### config.mk
export PLATFORM = sky130hd
export DESIGN_NAME = spi_port_interface_config
export DESIGN_NICKNAME = d
export VERILOG_FILES = /design/src/verilog/spi_cfg_pkg.sv /design/src/verilog/reg_store.sv /design/src/verilog/spi_port_interface_config.sv
export VERILOG_INCLUDE_DIRS = /design/src /design/src/verilog
export SDC_FILE = /design/constraint.sdc
export NUM_CORES = 1
export LEC_CHECK = 0
export CAP_MARGIN = 10
export CELL_PAD_IN_SITES_DETAIL_PLACEMENT = 2
export CELL_PAD_IN_SITES_GLOBAL_PLACEMENT = 2
export CORE_MARGIN = 2
export CORE_UTILIZATION = 44
export CTS_CLUSTER_DIAMETER = 40
export DETAILED_ROUTE_END_ITERATION = 10
export DONT_BUFFER_PORTS = 1
export PLACE_DENSITY_LB_ADDON = 0.1
export SLEW_MARGIN = 30
export SYNTH_ARGS = -nofsm -noshare
export SYNTH_HDL_FRONTEND = slang
export SYNTH_SLANG_ARGS = --single-unit
### constraint.sdc
create_clock -name clk -period 3.8 [get_ports clk]
set_clock_uncertainty 0.15 [all_clocks]
set_input_delay 0.76 -clock clk [delete_from_list [all_inputs] [get_ports clk]]
set_output_delay 0.76 -clock clk [all_outputs]
set_load 0.01 [all_outputs]
### src/verilog/spi_cfg_params.svh
// constants for the serial port configuration block
`ifndef SPI_CFG_PARAMS_SVH
`define SPI_CFG_PARAMS_SVH
`define SETUP_A_ADDR 15'h0000
`define SETUP_A_RESET 8'h00
`define BIT_SOFT_RESET 0
`define BIT_LSB_FIRST 1
`define BIT_ADDR_ASCEND 2
`define BIT_FOUR_WIRE 3
`define RESET_PULSE_CYCLES 4'h4
`define ADDR_BITS 15
`define CMD_BITS 16
`define READ_FLAG_BIT 15
`define FRAME_CNT_MAX 5'h10
`define MEM_WORDS 16
`define MEM_INDEX_BITS 4
`endif

### src/verilog/spi_cfg_pkg.sv
// types for the serial port configuration block
`default_nettype none
package spi_cfg_pkg;
    typedef enum logic [3:0] {
        ST_IDLE = 4'h1,
        ST_CMD = 4'h2,
        ST_DATA = 4'h4,
        ST_DONE = 4'h8
    } frame_state_e;
endpackage : spi_cfg_pkg
`default_nettype wire

### src/verilog/reg_store.sv
// small register memory with registered read data
`timescale 1ns/1ns
`default_nettype none
`include "spi_cfg_params.svh"
module reg_store (
    input wire logic clk,
    input wire logic reset_n,
    input wire logic clear,
    input wire logic wr_en,
    input wire logic [`MEM_INDEX_BITS-1:0] wr_index,
    input wire logic [7:0] wr_data,
    input wire logic [`MEM_INDEX_BITS-1:0] rd_index,
    output logic [7:0] rd_data
);
    logic [7:0] mem [`MEM_WORDS];
    logic [7:0] next_rd_data;

    always_comb begin
        next_rd_data = mem[rd_index];
    end

    always_ff @(posedge clk or negedge reset_n) begin
        if (!reset_n) begin
            rd_data <= 8'h00;
            for (int i = 0; i < `MEM_WORDS; i++) begin
                mem[i] <= 8'h00;
            end
        end else if (clear) begin
            rd_data <= 8'h00;
            for (int i = 0; i < `MEM_WORDS; i++) begin
                mem[i] <= 8'h00;
            end
        end else begin
            rd_data <= next_rd_data;
            if (wr_en) begin
                mem[wr_index] <= wr_data;
            end
        end
    end
endmodule : reg_store
`default_nettype wire

### src/verilog/spi_port_interface_config.sv
// serial control port with its interface configuration register
//
// Notes on behaviour
// - writing one to bit 0 starts a soft reset; bit self-clears when done.
// - bit 1 set shifts data in and out lsb first, else msb first.
// - bit 2 set steps streaming addresses up, clear steps them down.
// - bit 3 set selects 4-wire mode, read data on the output line.
// - bits 7..4 read back copies of bits 0..3 in that order.
`timescale 1ns/1ns
`default_nettype none
`include "spi_cfg_params.svh"
module spi_port_interface_config (
    input wire logic clk,
    input wire logic reset_n,
    input wire logic sclk,
    input wire logic cs_n,
    input wire logic sdio_in,
    output logic sdio_out,
    output logic sdio_oe,
    output logic sdo,
    output logic sdo_oe,
    output logic soft_reset,
    output logic [7:0] setup_a
);
    // -------------------------------------------------------------
    // pin synchronisers: a change counts once stages two and three agree
    // -------------------------------------------------------------
    logic [2:0] sclk_s, cs_s, din_s;
    logic sclk_q, cs_q, din_q;
    logic [2:0] next_sclk_s, next_cs_s, next_din_s;
    logic next_sclk_q, next_cs_q, next_din_q;

    always_comb begin
        next_sclk_s = {sclk_s[1:0], sclk};
        next_cs_s = {cs_s[1:0], cs_n};
        next_din_s = {din_s[1:0], sdio_in};
        next_sclk_q = (sclk_s[1] == sclk_s[2]) ? sclk_s[2] : sclk_q;
        next_cs_q = (cs_s[1] == cs_s[2]) ? cs_s[2] : cs_q;
        next_din_q = (din_s[1] == din_s[2]) ? din_s[2] : din_q;
    end

    always_ff @(posedge clk or negedge reset_n) begin
        if (!reset_n) begin
            sclk_s <= 3'h0;
            cs_s <= 3'h7;
            din_s <= 3'h0;
            sclk_q <= 1'b0;
            cs_q <= 1'b1;
            din_q <= 1'b0;
        end else begin
            sclk_s <= next_sclk_s;
            cs_s <= next_cs_s;
            din_s <= next_din_s;
            sclk_q <= next_sclk_q;
            cs_q <= next_cs_q;
            din_q <= next_din_q;
        end
    end

    logic sclk_d;
    always_ff @(posedge clk or negedge reset_n) begin
        if (!reset_n) begin
            sclk_d <= 1'b0;
        end else begin
            sclk_d <= sclk_q;
        end
    end
    wire logic rise = sclk_q & ~sclk_d & ~cs_q;
    wire logic fall = ~sclk_q & sclk_d & ~cs_q;

    // -------------------------------------------------------------
    // frame engine
    // -------------------------------------------------------------
    spi_cfg_pkg::frame_state_e state, next_state;
    logic [4:0] cnt, next_cnt;
    logic [15:0] cmd, next_cmd;
    logic [7:0] shin, next_shin;
    logic [7:0] shout, next_shout;
    logic [`ADDR_BITS-1:0] addr, next_addr;
    logic rd, next_rd;
    logic [7:0] ctrl, next_ctrl;
    logic [3:0] rst_cnt, next_rst_cnt;
    logic sout, next_sout;
    logic s_oe, next_s_oe;
    logic d_oe, next_d_oe;
    logic soft_reset_q, next_soft_reset;
    logic mem_we;
    logic [7:0] mem_rd;
    logic [7:0] wbyte;

    wire logic lsb = ctrl[`BIT_LSB_FIRST];
    wire logic four = ctrl[`BIT_FOUR_WIRE];

    // register read value; mirrors occupy the upper nibble
    function automatic logic [7:0] read_value(input logic [`ADDR_BITS-1:0] a,
                                              input logic [7:0] c,
                                              input logic [7:0] m);
        if (a == `SETUP_A_ADDR) begin
            read_value = {c[0], c[1], c[2], c[3], c[3:0]};
        end else begin
            read_value = m;
        end
    endfunction : read_value

    // order a byte for shifting so bit 7 always goes out first
    function automatic logic [7:0] orient(input logic [7:0] b, input logic l);
        orient = l ? {b[0], b[1], b[2], b[3], b[4], b[5], b[6], b[7]} : b;
    endfunction : orient

    always_comb begin
        next_state = state;
        next_cnt = cnt;
        next_cmd = cmd;
        next_shin = shin;
        next_shout = shout;
        next_addr = addr;
        next_rd = rd;
        next_ctrl = ctrl;
        next_sout = sout;
        next_s_oe = s_oe;
        next_d_oe = d_oe;
        next_rst_cnt = rst_cnt;
        next_soft_reset = 1'b0;
        mem_we = 1'b0;
        wbyte = orient({shin[6:0], din_q}, lsb);
        if (rst_cnt != 4'h0) begin
            next_rst_cnt = rst_cnt - 4'h1;
            next_soft_reset = 1'b1;
            if (rst_cnt == 4'h1) begin
                next_ctrl[`BIT_SOFT_RESET] = 1'b0;
            end
        end
        if (cs_q) begin
            next_state = spi_spi_idle();
            next_cnt = 5'h00;
            next_s_oe = 1'b0;
            next_d_oe = 1'b0;
        end else begin
            unique case (state)
                spi_cfg_pkg::ST_IDLE: begin
                    next_state = spi_cfg_pkg::ST_CMD;
                    next_cnt = 5'h00;
                end
                spi_cfg_pkg::ST_CMD: begin
                    if (rise) begin
                        next_cmd = {cmd[14:0], din_q};
                        next_cnt = cnt + 5'h01;
                        if (cnt + 5'h01 == `FRAME_CNT_MAX) begin
                            next_rd = cmd[14];
                            next_addr = {cmd[13:0], din_q};
                            next_cnt = 5'h00;
                            next_state = spi_cfg_pkg::ST_DATA;
                        end
                    end
                end
                spi_cfg_pkg::ST_DATA: begin
                    // load only while the clock is still high; after the first
                    // fall of a byte a reload would undo the shift
                    if (rd && cnt == 5'h00 && !rise && !fall && sclk_q) begin
                        next_shout = orient(read_value(addr, ctrl, mem_rd), lsb);
                    end
                    if (fall && rd) begin
                        next_sout = shout[7];
                        next_shout = {shout[6:0], 1'b0};
                        next_s_oe = ~four;
                        next_d_oe = four;
                    end
                    if (rise) begin
                        next_shin = {shin[6:0], din_q};
                        next_cnt = cnt + 5'h01;
                        if (cnt == 5'h07) begin
                            next_cnt = 5'h00;
                            if (!rd) begin
                                mem_we = (addr != `SETUP_A_ADDR);
                                if (addr == `SETUP_A_ADDR) begin
                                    next_ctrl = {4'h0, wbyte[3:0]};
                                    if (wbyte[`BIT_SOFT_RESET]) begin
                                        next_rst_cnt = `RESET_PULSE_CYCLES;
                                    end
                                end
                            end
                            next_addr = ctrl[`BIT_ADDR_ASCEND] ? addr + 15'h0001
                                                               : addr - 15'h0001;
                        end
                    end
                end
                spi_cfg_pkg::ST_DONE: begin
                    next_state = spi_cfg_pkg::ST_DONE;
                end
                default: begin
                    next_state = spi_cfg_pkg::ST_IDLE;
                end
            endcase
        end
    end

    function automatic spi_cfg_pkg::frame_state_e spi_spi_idle();
        spi_spi_idle = spi_cfg_pkg::ST_IDLE;
    endfunction : spi_spi_idle

    always_ff @(posedge clk or negedge reset_n) begin
        if (!reset_n) begin
            state <= spi_cfg_pkg::ST_IDLE;
            cnt <= 5'h00;
            cmd <= 16'h0000;
            shin <= 8'h00;
            shout <= 8'h00;
            addr <= 15'h0000;
            rd <= 1'b0;
            ctrl <= `SETUP_A_RESET;
            rst_cnt <= 4'h0;
            sout <= 1'b0;
            s_oe <= 1'b0;
            d_oe <= 1'b0;
            soft_reset_q <= 1'b0;
        end else begin
            state <= next_state;
            cnt <= next_cnt;
            cmd <= next_cmd;
            shin <= next_shin;
            shout <= next_shout;
            addr <= next_addr;
            rd <= next_rd;
            ctrl <= next_ctrl;
            rst_cnt <= next_rst_cnt;
            sout <= next_sout;
            s_oe <= next_s_oe;
            d_oe <= next_d_oe;
            soft_reset_q <= next_soft_reset;
        end
    end

    // -------------------------------------------------------------
    // other registers; cleared by the soft reset pulse
    // -------------------------------------------------------------
    reg_store u_store (
        .clk(clk),
        .reset_n(reset_n),
        .clear(soft_reset_q),
        .wr_en(mem_we),
        .wr_index(addr[`MEM_INDEX_BITS-1:0]),
        .wr_data(wbyte),
        .rd_index(addr[`MEM_INDEX_BITS-1:0]),
        .rd_data(mem_rd)
    );

    // -------------------------------------------------------------
    // outputs, all registered
    // -------------------------------------------------------------
    always_ff @(posedge clk or negedge reset_n) begin
        if (!reset_n) begin
            sdio_out <= 1'b0;
            sdio_oe <= 1'b0;
            sdo <= 1'b0;
            sdo_oe <= 1'b0;
            soft_reset <= 1'b0;
            setup_a <= `SETUP_A_RESET;
        end else begin
            sdio_out <= next_sout;
            sdio_oe <= next_s_oe;
            sdo <= next_sout;
            sdo_oe <= next_d_oe;
            soft_reset <= next_soft_reset;
            setup_a <= read_value(`SETUP_A_ADDR, next_ctrl, 8'h00);
        end
    end

    // -------------------------------------------------------------
    // checks
    // -------------------------------------------------------------
    a_reset_self_clear: assert property (@(posedge clk) disable iff (!reset_n)
        $rose(soft_reset) |-> ##[1:8] !ctrl[`BIT_SOFT_RESET])
        else $error("soft reset bit did not clear");
    a_reset_pulse_on: assert property (@(posedge clk) disable iff (!reset_n)
        ctrl[`BIT_SOFT_RESET] && rst_cnt != 4'h0 |=> soft_reset)
        else $error("soft reset not driven");
    a_mirror_bits: assert property (@(posedge clk) disable iff (!reset_n)
        setup_a[7:4] == {setup_a[0], setup_a[1], setup_a[2], setup_a[3]})
        else $error("mirror bits wrong");
    a_four_wire_line: assert property (@(posedge clk) disable iff (!reset_n)
        sdo_oe |-> ctrl[`BIT_FOUR_WIRE] && !sdio_oe)
        else $error("4-wire drive wrong");
    a_three_wire_line: assert property (@(posedge clk) disable iff (!reset_n)
        sdio_oe |-> !ctrl[`BIT_FOUR_WIRE] && !sdo_oe)
        else $error("3-wire drive wrong");
    a_addr_step_up: assert property (@(posedge clk) disable iff (!reset_n)
        state == spi_cfg_pkg::ST_DATA && rise && cnt == 5'h07 && !cs_q
        && ctrl[`BIT_ADDR_ASCEND] |=> addr == $past(addr) + 15'h0001)
        else $error("address not stepped up");
    a_addr_step_down: assert property (@(posedge clk) disable iff (!reset_n)
        state == spi_cfg_pkg::ST_DATA && rise && cnt == 5'h07 && !cs_q
        && !ctrl[`BIT_ADDR_ASCEND] |=> addr == $past(addr) - 15'h0001)
        else $error("address not stepped down");
    a_order_lsb: assert property (@(posedge clk) disable iff (!reset_n)
        state == spi_cfg_pkg::ST_DATA && rise && cnt == 5'h07 && !rd && lsb
        && addr == `SETUP_A_ADDR |=> ctrl[`BIT_FOUR_WIRE] == $past(shin[3]))
        else $error("lsb first order wrong");
endmodule : spi_port_interface_config
`default_nettype wire
==> impl_metrics.py, run 1 <==
metrics = {
    "critical_path": {
        "crit_type": "reg -> reg",
        "slowest_stage": "or4b_4",
        "rr_worst_depth": 6,
        "required_ns": 4.03,
        "cp_slowest_stage_delay_ns": 0.75,
        "cp-start-kind": "register",
        "critPathCaptureType": "register",
        "crit_fanout": 26,
        "arrival_ns": 3.76,
        "cp_cell_sequence": "or4b_4, nor4_4, and2_1, nand3_2, nand3_1, o21ai_0",
    },
    "floorplanning": {
        "num_rows": 57,
        "ios": 18,
        "fp.dieH_um": 160,
        "core_area_sq_um": 24100,
        "start_util_pct": 44.4,
        "die_x_um": 160,
        "die_area_sq_um": 25600,
    },
    "layout": {
        "area_growth_pct": 14.4,
        "fin_area_sq_um": 12200,
        "drive_gt1_share_pct": 19.8,
        "antennaDiodeCount": 0,
        "nNetsFinal": 974,
    },
    "sta": {
        "setup_tns_ns": 0,
        "post-route-period-util_pct": 92.8,
        "finalSetupViolations": 0,
        "max_freq_mhz": 284,
        "worst_pin_slew_ns": 0.856,
        "rsz0062_at_grt": "false",
        "slew_violations": 0,
        "fin_crit_ns": 3.53,
        "whs_ns": -0.207,
        "hold_viol": 212,
        "relSlewSlack_pct": 42.9,
    },
    "global_routing": {
        "grt_pass1_wl_um": 53300,
        "antenna_found_initial": 0,
        "grt_pass1_vias": 9087,
        "grt_max_degree": 217,
        "overflow": 0,
        "grtUsageTotal_pct": 26.5,
    },
    "pwr": {
        "leakage_uw": 0.00521,
        "power_density_nw_per_um2": 512,
        "vdd_ir_drop_max_mv": 0.450,
    },
    "placement": {
        "place.gp.congestion": 0.769,
        "io_buffers": 0,
        "hpwl_um": 20000,
        "place_area_sq_um": 10800,
    },
    "yosys": {
        "synth_common_cells": "dfrtp_1, nand3_1, o21ai_0, nand2_1, clkbuf_1",
        "synth_edf_count": 0,
        "yosysTopAreaCellShare_pct": 49.3,
        "synth_warnings": 0,
        "synth_area_per_cell_sq_um": 11.0,
        "synthMuxAreaShare_pct": 12.5,
        "async_flop_share_pct": 100,
        "ys_types": 70,
        "synth_cells": 971,
        "synth-seq-area-share_pct": 50.5,
        "synthSimpleGateAreaFrac_pct": 16.6,
        "yosys.cell_count.top_type": "dfrtp_1",
        "synth_area_sq_um": 10700,
        "synth_xor_area_share_pct": 0.818,
        "synth.area.top_cells": "dfrtp_1, mux4_2, nand3_1",
        "synth_compound_area_share_pct": 12.4,
        "synth_top_family_by_area": "simple AND/OR/NAND/NOR gates",
        "netlist.top_cell.by_area": "dfrtp_1",
        "syn-num-nets": 994,
        "synth-seq-cells": 216,
        "synth_ff_type": "dfrtp_1",
        "synthAdderAreaFrac_pct": 2.45,
    },
    "cts": {
        "cts.sinks": 216,
        "worstSkewPairLatency_ns": 0.52,
        "cts_root_buffer": "clkbuf_16",
        "ctsLongestPathBuffers": 3,
        "clk_pin_slew_worst_paths_ns": 0.05,
        "cts_tree": "built",
        "cts_buffers": 40,
        "htreeDepth": 2,
    },
    "detailed_routing": {
        "via_per_inst": 6.12,
        "remaining_drc_errors": 0,
        "post_drt_wl_per_cell_um": 25.1,
        "drtIter0Drc": 510,
        "ant_nets": 0,
        "firstDrtPassIters": 5,
        "via_count": 7994,
        "wl_um": 32800,
    },
    "worst_hold_path": {
        "hp-class": "in -> async",
    },
    "run": {
        "cap_violations": 0,
    },
    "run_status": {
        "outcome": "finished with violations",
        "violations": "hold timing",
    },
}
## path summary, 6_finish.rpt
path / from / endpoint / slack, ns
max in group asynchronous: reset_n / u_store.mem[122] / 3.24
min: reset_n / addr[9] / -0.21
max: state[3] / u_store.mem[88] / 0.27
max reg2reg: state[3] / u_store.mem[88] / 0.27
min reg2reg: din_s[0] / din_s[1] / 0.21
min in group clk: cs_n / cs_s[0] / 0.08
## power by group
part	internal (uW)	switching, uW
registers	2330	40.6
logic	38.5	51.4
clock network	2500	1310
total	4870	1400
## placed cells by master (no fill, tap or decap), drive strengths merged, types with 3 or more instances in the layout
cell      Yosys  routed
nand2        47      47
nand4         9       9
mux2i        14      14
o31ai         5       5
mux2         26      26
o21ai       137     137
o22ai         3       3
a211o         5       5
xor2          7       7
clkinvlp      0       4
nor2         38      38
nor2b         5       5
or2           6       6
a211oi        6       6
dfstp         5       5
or3           3       3
and2         11      11
clkinv        1       9
and3          5       5
a21oi        36      36
nor3          9       9
xnor2         3       3
ha           17      17
mux4         40      40
a31o          4       4
bufinv        0       7
nand3       152     152
nand2b        8       8
o211ai        8       8
clkbuf       41      45
a31oi         5       5
inv          12      22
buf          41      20
maj3          3       3
dfrtp       211     211
nor4b         3       3
nor4          7       7
a21o          9       9
## registers in the layout, indices dropped and copies added (netlist names), 5 cells and up
register,flops
addr,15
cmd,15
cnt,5
shin,7
shout,8
u_store.mem,128
u_store.rd_data,8
## cells by family (layout without fill, tap and decap cells)
kind of cell | count (synthesis) | after routing
AND/OR/NAND/NOR | 317 | 317
XOR/XNOR | 10 | 10
buffers and inverters | 95 | 107
adder cells (fa/ha/maj) | 21 | 21
multiplexers | 80 | 80
flip-flops | 216 | 216
AO/OA/AOI/OAI | 232 | 232
## layout make-up
class / instances / area, sq um
Clock buffer: 45 / 1050
Inverter: 13 / 50.0
Sequential cell: 216 / 5410
Clock inverter: 29 / 379
Fill cell: 2365 / 11900
Timing Repair Buffer: 20 / 150
Tap cell: 324 / 405
Multi-Input combinational cell: 660 / 4800
## timing repair
item	CTS	global route
endpoints found under the setup margin	6	39
gates resized for setup	1	1
endpoints found under the hold margin	216	216
pin swaps	0	4
setup buffers	0	4
## metrics by stage
step | util (%) | hold slack (ns) | cells | worst slack, ns | power (uW)
after CTS | 50.7 | -0.228 | 1303 | 0.00442 | 6340
after global placement | 44.7 | 0.185 | 1229 | 0.351 | 2480
final | 50.8 | -0.207 | 1307 | 0.274 | 6280
after global routing | 50.8 | -0.226 | 1307 | 0.0765 | 6450
after floorplan | - | 0.181 | 971 | 0.962 | 2470
after detailed placement | 44.7 | 0.186 | 1229 | 0.106 | 2490
## metal layers
| metal | GRT usage [%] | wire, um | vias to the layer above |
|---|---|---|---|
| met5 | 0 | 0 | - |
| met4 | 8.31 | 797 | 0 |
| met3 | 3.77 | 1030 | 56 |
| met2 | 47.0 | 17400 | 144 |
| met1 | 33.7 | 13600 | 4246 |
| li1 | - | - | 3548 |
## critical path: cells and delay by family, from the launching register on
kind	cells	cell delay, ns
flops	1	0.47
simple gates	5	2.62
compound gates	1	0.13
Power figures use the tool's default switching activity.
==> run 2, diff against run 1 <==
Settings changed: CORE_UTILIZATION 44 to 45, CTS_BUF_LIST set to sky130_fd_sc_hd__clkbuf_4 sky130_fd_sc_hd__clkbuf_8.
==> impl_metrics.py, run 2 (same netlist as run 1, synthesis figures left out) <==
metrics = {
    "detailed_routing": {
        "wl_um": 31600,
        "drtIter0Drc": 397,
        "remaining_drc_errors": 0,
        "via_count": 7924,
        "ant_nets": 0,
        "firstDrtPassIters": 5,
        "post_drt_wl_per_cell_um": 24.3,
        "via_per_inst": 6.09,
    },
    "global_routing": {
        "grt_pass1_vias": 8867,
        "overflow": 0,
        "grt_max_degree": 217,
        "antenna_found_initial": 0,
        "grt_pass1_wl_um": 50900,
        "grtUsageTotal_pct": 26.4,
    },
    "critical_path": {
        "worstReg2RegStart": "state[3]",
        "arrival_ns": 3.88,
        "critPathCaptureType": "register",
        "cp_cell_sequence": "or4b_4, nor4_4, and2_1, nand3_1, nand3_1, o21ai_0",
        "required_ns": 4.04,
        "cp-start-kind": "register",
        "cp_slowest_stage_delay_ns": 0.75,
        "cp-startpoint": "state[3]",
        "crit_type": "reg -> reg",
        "crit_top_cell": "nand3_1",
        "crit_fanout": 26,
        "slowest_stage": "nand3_1",
    },
    "layout": {
        "reg_top3": "u_store.mem (128), addr (15), cmd (15)",
        "most-common-layout-cells": "dfrtp_1, nand3_1, o21ai_0",
        "instances_no_fill": 1301,
        "largest-register": "u_store.mem",
        "multi_input_area_sq_um": 4790,
        "largest_reg_flops": 128,
        "nFillCells": 2389,
        "regArea_sq_um": 5410,
        "antennaDiodeCount": 0,
        "layout_commonest_cell": "dfrtp_1",
        "drive_gt1_share_pct": 19.9,
        "area_growth_pct": 9.56,
        "nNetsFinal": 974,
    },
    "floorplanning": {
        "die_x_um": 158,
        "num_rows": 56,
        "fp.dieH_um": 158,
        "start_util_pct": 45.8,
        "core_area_sq_um": 23400,
        "die_area_sq_um": 25000,
        "ios": 18,
    },
    "placement": {
        "place_ws_ns": 0.137,
        "dpl.cell_count": 1223,
        "hpwl_um": 20500,
        "place.gp.congestion": 0.773,
        "io_buffers": 0,
    },
    "sta": {
        "fin_ws_ns": 0.159,
        "worst_pin_slew_ns": 0.901,
        "hold_viol": 211,
        "max_freq_mhz": 275,
        "finalSetupViolations": 0,
        "whs_ns": -0.213,
        "post-route-period-util_pct": 95.8,
        "rsz0062_at_grt": "true",
        "relSlewSlack_pct": 40.0,
        "fin_crit_ns": 3.64,
        "slew_violations": 0,
    },
    "pwr": {
        "power_density_nw_per_um2": 427,
        "vdd_ir_drop_max_mv": 0.255,
        "leakage_uw": 0.00499,
        "power_uw": 5010,
    },
    "cts": {
        "cts_resized": 0,
        "cts_tree": "built",
        "cts_buffers": 42,
        "ctsLongestPathBuffers": 3,
        "worstSkewPairLatency_ns": 0.54,
        "cts.sinks": 216,
        "clk_pin_slew_worst_paths_ns": 0.06,
        "cts_root_buffer": "clkbuf_8",
        "htreeDepth": 2,
    },
    "run_status": {
        "violations": "hold timing",
        "outcome": "finished with violations",
    },
    "run": {
        "cap_violations": 0,
    },
    "worst_hold_path": {
        "hp-class": "in -> async",
    },
}
## run 2: changes by cell type in the layout (fill, tap and decap cells not counted), moves of 2 or more
cell       change
nand3_1        +2
inv_6         -10
clkbuf_16     -41
clkinv_2       -5
clkbuf_4      +18
clkbuf_8      +47
bufinv_16      -4
clkbuf_1       -3
buf_4          -3
nand3_2        -2
clkinv_4       -2
## run 2: critical path: cells and delay by family, from the launching register on
family	cells	cell delay, ns
AND/OR/NAND/NOR	5	2.75
flip-flops	1	0.46
AO/OA/AOI/OAI	1	0.11
## run 2: power by group
group / internal, uW / switching (uW)
combinational: 38.5 / 46.8
sequential: 2330 / 36.5
clock: 1540 / 1020
## run 2: layer usage
layer	part of all wire (%)	wire length (um)	vias up	GRT usage (%)
met3	3.4	1070	56	4.06
met1	43	13500	4208	33.8
li1	-	-	3530	-
met2	52	16400	130	46.7
met4	2.3	718	0	7.29
met5	0	0	-	0
## run 2: final cells by class
| cell class | instances | share of cell area, % |
|---|---|---|
| clock buffers | 66 | 6.78 |
| clock inverters | 9 | 1.16 |
| inverters | 13 | 0.427 |
| multi-input cells | 660 | 40.8 |
| flip-flops and latches | 216 | 46.1 |
| well taps | 319 | 3.40 |
| repair buffers | 18 | 1.26 |
## run 2: per-stage QoR
stage | utilization [%] | TNS, ns | hold WS [ns] | cell area, sq um
after floorplan | - | 0 | 0.181 | 10700
after global placement | 46.0 | 0 | 0.185 | 10800
after detailed placement | 46.0 | 0 | 0.200 | 10800
after CTS | 50.0 | 0 | -0.260 | 11700
after global routing | 50.1 | -0.284 | -0.241 | 11700
final | 50.1 | 0 | -0.213 | 11700
## run 2: timing repair
item	CTS	global route
endpoints found under the setup margin	0	22
endpoints found under the hold margin	216	216
setup buffers	0	3
## run 2: worst paths after layout
check / slack, ns / endpoint / cells past startpoint
worst max-delay path: 0.16 / u_store.mem[119] / 6
worst min-delay path: -0.21 / addr[12] / 0
worst max register to register: 0.16 / u_store.mem[119] / 6
worst min register to register: 0.20 / din_s[1] / 0
max in group asynchronous: 3.00 / u_store.mem[0] / 0
min in group clk: 0.07 / cs_s[0] / 0
